**config.mk**
```make
export PLATFORM = sky130hd
export DESIGN_NAME = swdt_top
export DESIGN_NICKNAME = d
export VERILOG_FILES = /design/src/verilog/swdt_pkg.sv /design/src/verilog/swdt_top.sv
export SDC_FILE = /design/constraint.sdc
export NUM_CORES = 1
export LEC_CHECK = 0
export ABC_AREA = 1
export BUFFER_PORTS_ARGS = -buffer_cell sky130_fd_sc_hd__buf_2
export CELL_PAD_IN_SITES_DETAIL_PLACEMENT = 1
export CELL_PAD_IN_SITES_GLOBAL_PLACEMENT = 2
export CORE_MARGIN = 4
export CORE_UTILIZATION = 28
export DETAILED_ROUTE_END_ITERATION = 8
export PLACE_DENSITY = 0.95
export SYNTH_ARGS = -nofsm -noshare
export SYNTH_HDL_FRONTEND = slang
export SYNTH_SLANG_ARGS = --single-unit
```
**constraint.sdc**
```tcl
create_clock -name clk -period 5 [get_ports clk]
set_input_delay 0.25 -clock clk [delete_from_list [all_inputs] [get_ports clk]]
set_output_delay 0.25 -clock clk [all_outputs]
set_load 0.03 [all_outputs]
```
**src/verilog/swdt_pkg.sv**
```systemverilog
/*
 system watchdog timer package: window offsets, control bit positions,
 reset values, state encoding and timing constants.
 assumes a 50 MHz power-management logic clock.
*/
package swdt_pkg;
	// register offsets inside the memory window (byte addresses)
	localparam logic [2:0] OFF_CTRL = 3'h0;
	localparam logic [2:0] OFF_COUNT = 3'h4;
	localparam int WIN_LSB = 3;
	// control / status bit positions
	localparam int BIT_TRIG = 7;
	localparam int BIT_DIS = 3;
	localparam int BIT_ACT = 2;
	localparam int BIT_FIRED = 1;
	localparam int BIT_RUN = 0;
	// interval field
	localparam int COUNT_W = 10;
	// reset values
	localparam logic RST_ACT = 1'b0;
	localparam logic RST_FIRED = 1'b0;
	localparam logic [COUNT_W-1:0] RST_COUNT = 10'h000;
	localparam logic [31:0] RST_RDATA = 32'h0000_0000;
	// timing: watchdog tick period
	localparam int CLK_NS = 20;
	localparam int TICK_NS = 1000000;
	localparam int TICK_CYCLES = (TICK_NS / CLK_NS < 1) ? 1 : TICK_NS / CLK_NS;
	typedef enum logic [2:0] {
		SWDT_STOP = 3'b001,
		SWDT_RUN = 3'b010,
		SWDT_COUNT = 3'b100
	} swdt_state_t;
endpackage

```
**src/verilog/swdt_top.sv**
```systemverilog
/*
 system watchdog timer: control/status and count registers in a memory
 window, countdown, expiry action and sticky fired flag.
 assumes a simple single-cycle memory request port, the window base from
 configuration space, and a synchronous hardware-disable level.
*/
`timescale 1ns/10ps
`default_nettype none
module swdt_top #(
	parameter int COUNT_W = swdt_pkg::COUNT_W,
	parameter int TICK_CYCLES = swdt_pkg::TICK_CYCLES
) (
	input wire logic clk,
	input wire logic reset_n,
	input wire logic [31:0] mmio_base,
	input wire logic [31:0] mem_addr,
	input wire logic mem_rd,
	input wire logic mem_wr,
	input wire logic [3:0] mem_be,
	input wire logic [31:0] mem_wdata,
	output logic [31:0] mem_rdata,
	output logic mem_ack,
	input wire logic hw_disable,
	output logic expire_reset,
	output logic expire_poweroff
);
	localparam int TW = (TICK_CYCLES > 1) ? $clog2(TICK_CYCLES) : 1;
	localparam logic [TW-1:0] TICK_LAST = TW'(TICK_CYCLES - 1);

	generate
		if (COUNT_W < 1 || COUNT_W > 31 || TICK_CYCLES < 1) begin : g_bad
			$error("swdt_top: unsupported COUNT_W or TICK_CYCLES");
		end
	endgenerate

	function automatic logic win_hit(input logic [31:0] a, input logic [31:0] b,
			input logic [2:0] off);
		win_hit = (a[31:swdt_pkg::WIN_LSB] == b[31:swdt_pkg::WIN_LSB]) &&
			(a[swdt_pkg::WIN_LSB-1:0] == off);
	endfunction

	swdt_pkg::swdt_state_t state, next_state;
	logic [COUNT_W-1:0] interval, next_interval;
	logic [COUNT_W-1:0] counter, next_counter;
	logic [TW-1:0] tick_cnt, next_tick_cnt;
	logic action, next_action;
	logic fired, next_fired;
	logic next_expire_reset, next_expire_poweroff;
	logic [31:0] next_mem_rdata;
	logic next_mem_ack;

	logic hit_ctrl, hit_count;
	logic wr_ctrl, wr_count, trig, run_set, run_clr, fire_clr, tick, expire;

	// address decode inside the window
	always_comb begin
		hit_ctrl = win_hit(mem_addr, mmio_base, swdt_pkg::OFF_CTRL);
		hit_count = win_hit(mem_addr, mmio_base, swdt_pkg::OFF_COUNT);
		wr_ctrl = mem_wr && hit_ctrl && mem_be[0];
		wr_count = mem_wr && hit_count;
		trig = wr_ctrl && mem_wdata[swdt_pkg::BIT_TRIG];
		run_set = wr_ctrl && mem_wdata[swdt_pkg::BIT_RUN];
		run_clr = wr_ctrl && !mem_wdata[swdt_pkg::BIT_RUN];
		fire_clr = wr_ctrl && mem_wdata[swdt_pkg::BIT_FIRED];
		tick = (state == swdt_pkg::SWDT_COUNT) && (tick_cnt == TICK_LAST);
		expire = tick && !trig && !run_clr && !hw_disable &&
			(counter <= COUNT_W'(1));
	end

	// watchdog state, interval, counter and tick prescaler
	always_comb begin
		next_state = state;
		next_interval = interval;
		next_counter = counter;
		next_tick_cnt = tick_cnt;
		next_action = action;
		next_fired = fired;
		next_expire_reset = 1'b0;
		next_expire_poweroff = 1'b0;
		if (wr_ctrl) begin
			next_action = mem_wdata[swdt_pkg::BIT_ACT];
		end
		if (wr_count) begin
			// stored only; loaded into counter at the next trigger while running
			next_interval = mem_wdata[COUNT_W-1:0];
		end
		case (state)
			swdt_pkg::SWDT_STOP: begin
				if (run_set) begin
					next_state = swdt_pkg::SWDT_RUN;
				end
			end
			swdt_pkg::SWDT_RUN: begin
				if (run_clr) begin
					next_state = swdt_pkg::SWDT_STOP;
				end else if (trig) begin
					next_state = swdt_pkg::SWDT_COUNT;
					next_counter = interval;
					next_tick_cnt = '0;
				end
			end
			swdt_pkg::SWDT_COUNT: begin
				if (run_clr) begin
					next_state = swdt_pkg::SWDT_STOP;
				end else if (trig) begin
					next_counter = interval;
					next_tick_cnt = '0;
				end else if (tick) begin
					next_tick_cnt = '0;
					next_counter = (counter == '0) ? counter : counter - COUNT_W'(1);
					if (expire) begin
						next_state = swdt_pkg::SWDT_RUN;
						next_expire_reset = !action;
						next_expire_poweroff = action;
					end
				end else begin
					next_tick_cnt = tick_cnt + TW'(1);
				end
			end
			default: begin
				next_state = swdt_pkg::SWDT_STOP;
			end
		endcase
		if (hw_disable) begin
			next_state = swdt_pkg::SWDT_STOP;
		end
		// set wins over a clear arriving in the same cycle
		next_fired = (fired && !fire_clr) || expire;
	end

	// read answer, one cycle after the request
	always_comb begin
		next_mem_ack = mem_rd || mem_wr;
		next_mem_rdata = swdt_pkg::RST_RDATA;
		if (mem_rd && hit_ctrl) begin
			// trigger and reserved bits stay zero
			next_mem_rdata[swdt_pkg::BIT_DIS] = hw_disable;
			next_mem_rdata[swdt_pkg::BIT_ACT] = action;
			next_mem_rdata[swdt_pkg::BIT_FIRED] = fired;
			next_mem_rdata[swdt_pkg::BIT_RUN] = (state != swdt_pkg::SWDT_STOP);
		end else if (mem_rd && hit_count) begin
			next_mem_rdata = {{(32-COUNT_W){1'b0}}, counter};
		end
	end

	always_ff @(posedge clk or negedge reset_n) begin
		if (!reset_n) begin
			state <= swdt_pkg::SWDT_STOP;
			interval <= COUNT_W'(swdt_pkg::RST_COUNT);
			counter <= COUNT_W'(swdt_pkg::RST_COUNT);
			tick_cnt <= '0;
			action <= swdt_pkg::RST_ACT;
			fired <= swdt_pkg::RST_FIRED;
			expire_reset <= 1'b0;
			expire_poweroff <= 1'b0;
			mem_rdata <= swdt_pkg::RST_RDATA;
			mem_ack <= 1'b0;
		end else begin
			state <= next_state;
			interval <= next_interval;
			counter <= next_counter;
			tick_cnt <= next_tick_cnt;
			action <= next_action;
			fired <= next_fired;
			expire_reset <= next_expire_reset;
			expire_poweroff <= next_expire_poweroff;
			mem_rdata <= next_mem_rdata;
			mem_ack <= next_mem_ack;
		end
	end
endmodule
`default_nettype wire

```
==> results of run 1 <==
## final timing paths
path                                         start                       end  slack [ns]
max                        tick_cnt[0]$_DFFE_PN0P_    counter[3]$_DFFE_PN0P_        2.55
min                                        reset_n  tick_cnt[10]$_DFFE_PN0P_        0.08
max reg2reg                tick_cnt[0]$_DFFE_PN0P_    counter[3]$_DFFE_PN0P_        2.55
min reg2reg                interval[5]$_DFFE_PN0P_   interval[5]$_DFFE_PN0P_        0.48
max in group asynchronous                  reset_n    counter[7]$_DFFE_PN0P_        4.44
min in group clk                      mem_wdata[8]   interval[8]$_DFFE_PN0P_        0.18
## power by group through the flow
stage	logic (uW)	registers, uW	clock network, uW
finish	224	461	417
global route	256	463	446
CTS	228	461	428
detailed placement	226	469	0
global placement	215	468	0
floorplan	166	468	0
## placed cells by master (no fill, tap or decap), drive strengths merged
| master | netlist | final |
|---|---|---|
| nor3 | 15 | 15 |
| nand4 | 19 | 19 |
| nand2 | 208 | 208 |
| dfrtp | 53 | 53 |
| bufinv | 0 | 1 |
| inv | 94 | 96 |
| o22ai | 2 | 2 |
| xnor2 | 3 | 3 |
| a21oi | 1 | 1 |
| or2 | 4 | 4 |
| conb | 1 | 22 |
| o211ai | 3 | 3 |
| o21ai | 31 | 31 |
| nor4b | 1 | 1 |
| nor2 | 54 | 54 |
| ha | 3 | 3 |
| nand3 | 27 | 27 |
| nor4 | 7 | 7 |
| buf | 28 | 91 |
| dfstp | 1 | 1 |
| xor2 | 15 | 15 |
| nand3b | 3 | 3 |
| clkbuf | 4 | 5 |
## flip-flops by register name (all words and copies together), names as in the netlist
name / count
counter: 10
action: 1
interval: 10
tick_cnt: 16
state: 3
expire_poweroff: 1
mem_rdata: 10
fired: 1
mem_ack: 1
expire_reset: 1
## kinds of logic after synthesis
family | Yosys count | share of synthesized area, %
AO/OA/AOI/OAI | 37 | 5.493
AND/OR/NAND/NOR | 338 | 38.69
buffers and inverters | 126 | 15.27
adder cells (fa/ha/maj) | 3 | 0.9811
XOR/XNOR | 18 | 4.121
other | 1 | 0.09801
flip-flops | 54 | 35.35
## area by class of cell
cell class	count	area, um2
fill	1754	8768
multi-input combinational	418	1968
sequential	54	1353
timing repair buffer	91	460.4
inverter	94	352.8
tap	176	220.2
clock buffer	5	125.1
clock inverter	3	47.55
## metrics by stage
| stage | power [uW] | cell area (um2) | setup slack [ns] | instances | utilization [%] |
|---|---|---|---|---|---|
| floorplan | 633.7 | 3905 | 3.319 | 598 | - |
| global placement | 683.0 | 4354 | 2.454 | 833 | 32.75 |
| detailed placement | 695.1 | 4354 | 2.400 | 833 | 32.75 |
| CTS | 1116 | 4527 | 2.514 | 841 | 34.05 |
| global route | 1164 | 4527 | 2.240 | 841 | 34.05 |
| finish | 1102 | 4527 | 2.550 | 841 | 34.05 |
## routing by layer
layer  share of wire [%]  vias up
met5                   0        -
met3                 2.9       15
met1                  41     1782
li1                    -     1914
met2                  55       63
met4                 1.3        0
==> flow_metrics.env, run 1 <==
export IMPL_ys_async_sr_fraction_pct=100.0
export IMPL_routed_via_density=4.488
export IMPL_dpl_hpwl_mm=8.913
export IMPL_slowest_stage="nand3_1"
export IMPL_globalRouteMet1Util_pct=15.55
export IMPL_post_drt_wl_per_cell_um=13.24
export IMPL_intPower_uw=760.7
export IMPL_slew_viol_final=0
export IMPL_leakagePower_uw=0.002558
export IMPL_worstSkewPairLatency_ns=0.30
export IMPL_nets=772
export IMPL_outcome="finished clean"
export IMPL_synth_edf_count=0
export IMPL_finalHoldViolations=0
export IMPL_rows=42
export IMPL_syn_to_final_growth_pct=18.31
export IMPL_worst_r2r_cell_count=9
export IMPL_hold_class="in2async"
export IMPL_cp_cell_sequence="ha_1, nand2_1, nor2_1, nand3_1, o211ai_1, nand2_2, inv_2, nand2_1, nand2_1"
export IMPL_worstSetupEndpointType="flop"
export IMPL_die_x_um=124.9
export IMPL_path_clk_slew_ns=0.08
export IMPL_root_buffer="clkbuf_16"
export IMPL_top_level_ports=140
export IMPL_antenna_found_initial=0
export IMPL_final_setup_skew_ns=0.005327
export IMPL_synthesis_area_um2=3826
export IMPL_clkPwrFrac_pct=37.8
export IMPL_maxSlewHeadroom_pct=39.84
export IMPL_worst_pin_slew_ns=0.9002
export IMPL_worstPathRequired_ns=5.24
export IMPL_avgSynthCellArea_um2=6.631
export IMPL_overflow=0
export IMPL_core_um2=13300
export IMPL_p_per_area_nw_per_um2=243.4
export IMPL_p_seq_share_pct=41.8
export IMPL_grtUsageMet3_pct=2.444
export IMPL_finalCritPeriodShare_pct=49.00
export IMPL_cp_depth=9
export IMPL_drive_above_1_share_pct=18.50
export IMPL_max_freq_ghz=0.4082
export IMPL_combPwrFrac_pct=20.4
export IMPL_crit_family="simple AND/OR/NAND/NOR gates"
export IMPL_ys_top_cells_by_count="nand2_1, inv_1, dfrtp_1"
export IMPL_yosysWarnings=0
export IMPL_ant_nets=0
export IMPL_whs_ns=0.07929
export IMPL_drv_cap=0
export IMPL_grt_pass1_wl_mm=18.82
export IMPL_syn_inst=577
export IMPL_cts_tree="done"
export IMPL_drt_iter0_markers=121
export IMPL_clock_sinks=54
export IMPL_timing_critical_path_mode_cell="nand2_1"
export IMPL_wl_mm=11.13
export IMPL_drcViolationCount=0
export IMPL_ys_types=33
export IMPL_setup_tns_ns=0
export IMPL_ys_seq_area_share_pct=35.35
export IMPL_path_buf_inv=1
export IMPL_numCtsBuffers=5
export IMPL_rsz0062_at_grt="no"
export IMPL_ctsHoldBuffers=0
export IMPL_critical_path_max_stage_delay_ns=0.46
export IMPL_grt_max_degree=55
export IMPL_diodes=0
export IMPL_start_kind="flop"
export IMPL_start_util_pct=28.78
export IMPL_io_buffers=89
export IMPL_swShare_pct=30.96
export IMPL_post_cts_setup_buffer_count=0
export IMPL_critPathMaxFanout=12
export IMPL_die_area_um2=15600
export IMPL_crit_arrival_ns=2.69
export IMPL_first_global_vias=4188
export IMPL_grt_busiest_layer="met2"
export IMPL_yosys_area_top_type_share_pct=34.66
export IMPL_crit_type="reg2reg"
export IMPL_ir_drop_mv=0.1741
export IMPL_die_height_um=124.9
export IMPL_synth_area_leaders="dfrtp_1, nand2_1, inv_1"
export IMPL_track_usage_pct=14.17
export IMPL_cts_buffer_depth=2
export IMPL_first_pass_iters=4
export IMPL_synth_seq_cells=54
export IMPL_synth_most_common_cell="nand2_1"
export IMPL_met2_usage_pct=28.18
export IMPL_ctsResizeCount=0
export IMPL_place_gp_congestion=0.8801
export IMPL_synth_largest_area_cell="dfrtp_1"
export IMPL_period_needed_ns=2.450
export IMPL_synth_flop_cell="dfrtp_1"
export IMPL_setup_violations=0
export IMPL_h_tree_depth=2
export IMPL_p_sw_uw=341.1
export IMPL_vias=3774
(Power assumes the default switching activity.)
==> run 2, diff against run 1 <==
--- a/config.mk
+++ b/config.mk
@@ -5,14 +5,14 @@
 export SDC_FILE = /design/constraint.sdc
 export NUM_CORES = 1
 export LEC_CHECK = 0
-export ABC_AREA = 1
+export ABC_AREA = 0
 export BUFFER_PORTS_ARGS = -buffer_cell sky130_fd_sc_hd__buf_2
 export CELL_PAD_IN_SITES_DETAIL_PLACEMENT = 1
 export CELL_PAD_IN_SITES_GLOBAL_PLACEMENT = 2
 export CORE_MARGIN = 4
-export CORE_UTILIZATION = 28
+export CORE_UTILIZATION = 25
 export DETAILED_ROUTE_END_ITERATION = 8
-export PLACE_DENSITY = 0.95
+export PLACE_DENSITY = 0.88
 export SYNTH_ARGS = -nofsm -noshare
 export SYNTH_HDL_FRONTEND = slang
 export SYNTH_SLANG_ARGS = --single-unit
==> constraint.sdc (replaced) <==
create_clock -name clk -period 2.1 [get_ports clk]
set_input_delay 0.105 -clock clk [delete_from_list [all_inputs] [get_ports clk]]
set_output_delay 0.105 -clock clk [all_outputs]
set_load 0.03 [all_outputs]
==> flow_metrics.env, run 2 <==
export IMPL_syn_to_final_growth_pct=46.10
export IMPL_top_level_ports=140
export IMPL_yosysWarnings=0
export IMPL_drive_above_1_share_pct=45.58
export IMPL_final_setup_skew_ns=0.008729
export IMPL_synth_most_common_cell="dfrtp_1"
export IMPL_core_um2=13190
export IMPL_p_per_area_nw_per_um2=463.2
export IMPL_rows=42
export IMPL_die_x_um=124.0
export IMPL_synth_flop_cell="dfrtp_1"
export IMPL_period_needed_ns=2.342
export IMPL_avgSynthCellArea_um2=9.454
export IMPL_worst_pin_slew_ns=0.7224
export IMPL_overflow=0
export IMPL_ys_seq_area_share_pct=40.19
export IMPL_h_tree_depth=2
export IMPL_setup_slack_ns=-0.2417
export IMPL_fillers=1535
export IMPL_hold_depth=2
export IMPL_cts_buffer_depth=2
export IMPL_rr_endpoint="counter[4]$_DFFE_PN0P_"
export IMPL_synth_area_leaders="dfrtp_1, xor2_1, buf_4"
export IMPL_final_core_util_pct=37.28
export IMPL_wl_mm=12.16
export IMPL_critPathMaxFanout=3
export IMPL_critical_path_max_stage_delay_ns=0.45
export IMPL_track_usage_pct=14.64
export IMPL_grt_pass1_wl_mm=17.88
export IMPL_synth_seq_cells=54
export IMPL_slew_viol_final=0
export IMPL_r2r_slack_ns=-0.24
export IMPL_diodes=0
export IMPL_die_area_um2=15380
export IMPL_slowest_stage="or4_4"
export IMPL_die_height_um=124.0
export IMPL_layout_common_cells="buf_2, buf_4, dfrtp_1, nand2_1, xor2_1"
export IMPL_outcome="complete, but fails checks"
export IMPL_rsz0062_at_grt="yes"
export IMPL_drt_iter0_markers=183
export IMPL_synthAdderAreaFrac_pct=1.115
export IMPL_crit_family="simple AND/OR/NAND/NOR gates"
export IMPL_synth_compound_area_share_pct=12.16
export IMPL_ys_types=61
export IMPL_finalHoldViolations=0
export IMPL_dpl_hpwl_mm=8.417
export IMPL_layout_commonest_cell="buf_2"
export IMPL_leakagePower_uw=0.002393
export IMPL_ir_drop_mv=0.2679
export IMPL_setup_tns_ns=-3.980
export IMPL_root_buffer="clkbuf_16"
export IMPL_worstSetupEndpointType="flop"
export IMPL_worst_r2r_cell_count=7
export IMPL_io_buffers=89
export IMPL_synth_top_family_by_area="simple AND/OR/NAND/NOR gates"
export IMPL_drcViolationCount=0
export IMPL_routed_via_density=4.826
export IMPL_cp_cell_sequence="nand4bb_1, or4_4, or3_4, or3b_4, or2_0, mux2i_1, a21oi_1"
export IMPL_synthesis_area_um2=3366
export IMPL_grt_max_degree=55
export IMPL_antenna_found_initial=0
export IMPL_yosys_area_top_type_share_pct=39.41
export IMPL_cts_tree="done"
export IMPL_r2r_start="tick_cnt[5]$_DFFE_PN0P_"
export IMPL_path_buf_inv=0
export IMPL_numCtsBuffers=5
export IMPL_synthMuxAreaShare_pct=7.212
export IMPL_crit_type="reg2reg"
export IMPL_setup_violations=26
export IMPL_vias=3359
export IMPL_ys_top_cells_by_count="dfrtp_1, nand2_1, xor2_1"
export IMPL_clock_sinks=54
export IMPL_min_from="mem_wdata[6]"
export IMPL_first_pass_iters=4
export IMPL_post_drt_wl_per_cell_um=17.47
export IMPL_hold_class="in2reg"
export IMPL_hold_path_end="interval[6]$_DFFE_PN0P_"
export IMPL_start_util_pct=25.52
export IMPL_syn_inst=356
export IMPL_synthXorXnorAreaFrac_pct=7.807
export IMPL_ys_async_sr_fraction_pct=100.0
export IMPL_maxSlewHeadroom_pct=51.84
export IMPL_largest_register="tick_cnt"
export IMPL_nets=627
export IMPL_max_freq_ghz=0.4270
export IMPL_violations="setup timing"
export IMPL_worstPathRequired_ns=2.29
export IMPL_synth_largest_area_cell="dfrtp_1"
export IMPL_whs_ns=0.03232
export IMPL_first_global_vias=3723
export IMPL_ant_nets=0
export IMPL_place_gp_congestion=0.8482
export IMPL_largest_reg_flops=16
export IMPL_drv_cap=0
export IMPL_synth_edf_count=0
export IMPL_finalCritPeriodShare_pct=111.5
export IMPL_start_kind="flop"
export IMPL_yosys_area_share_simple_pct=23.20
export IMPL_path_clk_slew_ns=0.07
export IMPL_worstSkewPairLatency_ns=0.30
export IMPL_crit_arrival_ns=2.53
## run 2: final cells by class
class                           instances  area [um2]  share of cell area [%]
Timing Repair Buffer                  164        1075                   21.86
Inverter                               15       56.30                   1.145
Sequential cell                        54        1353                   27.51
Clock buffer                            6       128.9                   2.621
Multi-Input combinational cell        279        2046                   41.60
Clock inverter                          2       38.79                  0.7888
Tap cell                              176       220.2                   4.478
## run 2: timing repair
action / CTS / global route
hold endpoints to repair: 53 / 0
gates cloned: 0 / 1
setup buffers: 3 / 7
resized for setup: 25 / 40
setup endpoints to repair: 29 / 31
hold buffers: 1 / 0
pin swaps: 14 / 26
## run 2: how the worst max path moves through the flow
stage / startpoint / end / cells after the start
final: tick_cnt[5]$_DFFE_PN0P_ / counter[4]$_DFFE_PN0P_ / 7
after global routing: tick_cnt[5]$_DFFE_PN0P_ / counter[4]$_DFFE_PN0P_ / 7
after CTS: tick_cnt[5]$_DFFE_PN0P_ / counter[4]$_DFFE_PN0P_ / 7
after detailed placement: mmio_base[5] / counter[6]$_DFFE_PN0P_ / 9
after global placement: mmio_base[10] / counter[8]$_DFFE_PN0P_ / 9
after floorplan: tick_cnt[5]$_DFFE_PN0P_ / counter[4]$_DFFE_PN0P_ / 7
## run 2: cell families after synthesis
group / count (synthesis)
simple gates: 141
other cells: 1
buf+inv: 45
fa+ha+maj: 3
compound gates: 59
mux: 23
flops: 54
xor+xnor: 30
## run 2: stage by stage
step | worst slack [ns] | instances | area (um2) | total power [uW]
floorplan | -0.1561 | 377 | 3445 | 1201
global route | -0.3505 | 696 | 4917 | 2362
finish | -0.2417 | 696 | 4917 | 2278
detailed placement | -0.3772 | 676 | 4408 | 1306
CTS | -0.2089 | 688 | 4697 | 2277
global placement | -0.3345 | 676 | 4408 | 1297
## run 2: routing by layer
layer | wire [um] | global-route usage, % | part of all wire (%)
met1 | 4743 | 17.27 | 39
met5 | 0 | 0 | 0
met2 | 6329 | 26.66 | 52
met3 | 765 | 3.088 | 6.3
met4 | 319 | 4.175 | 2.6
## run 2: power by group
part	switching, uW	internal [uW]
Sequential	0.696	1040
Combinational	153	93.0
Clock	423	567
Total	577	1700
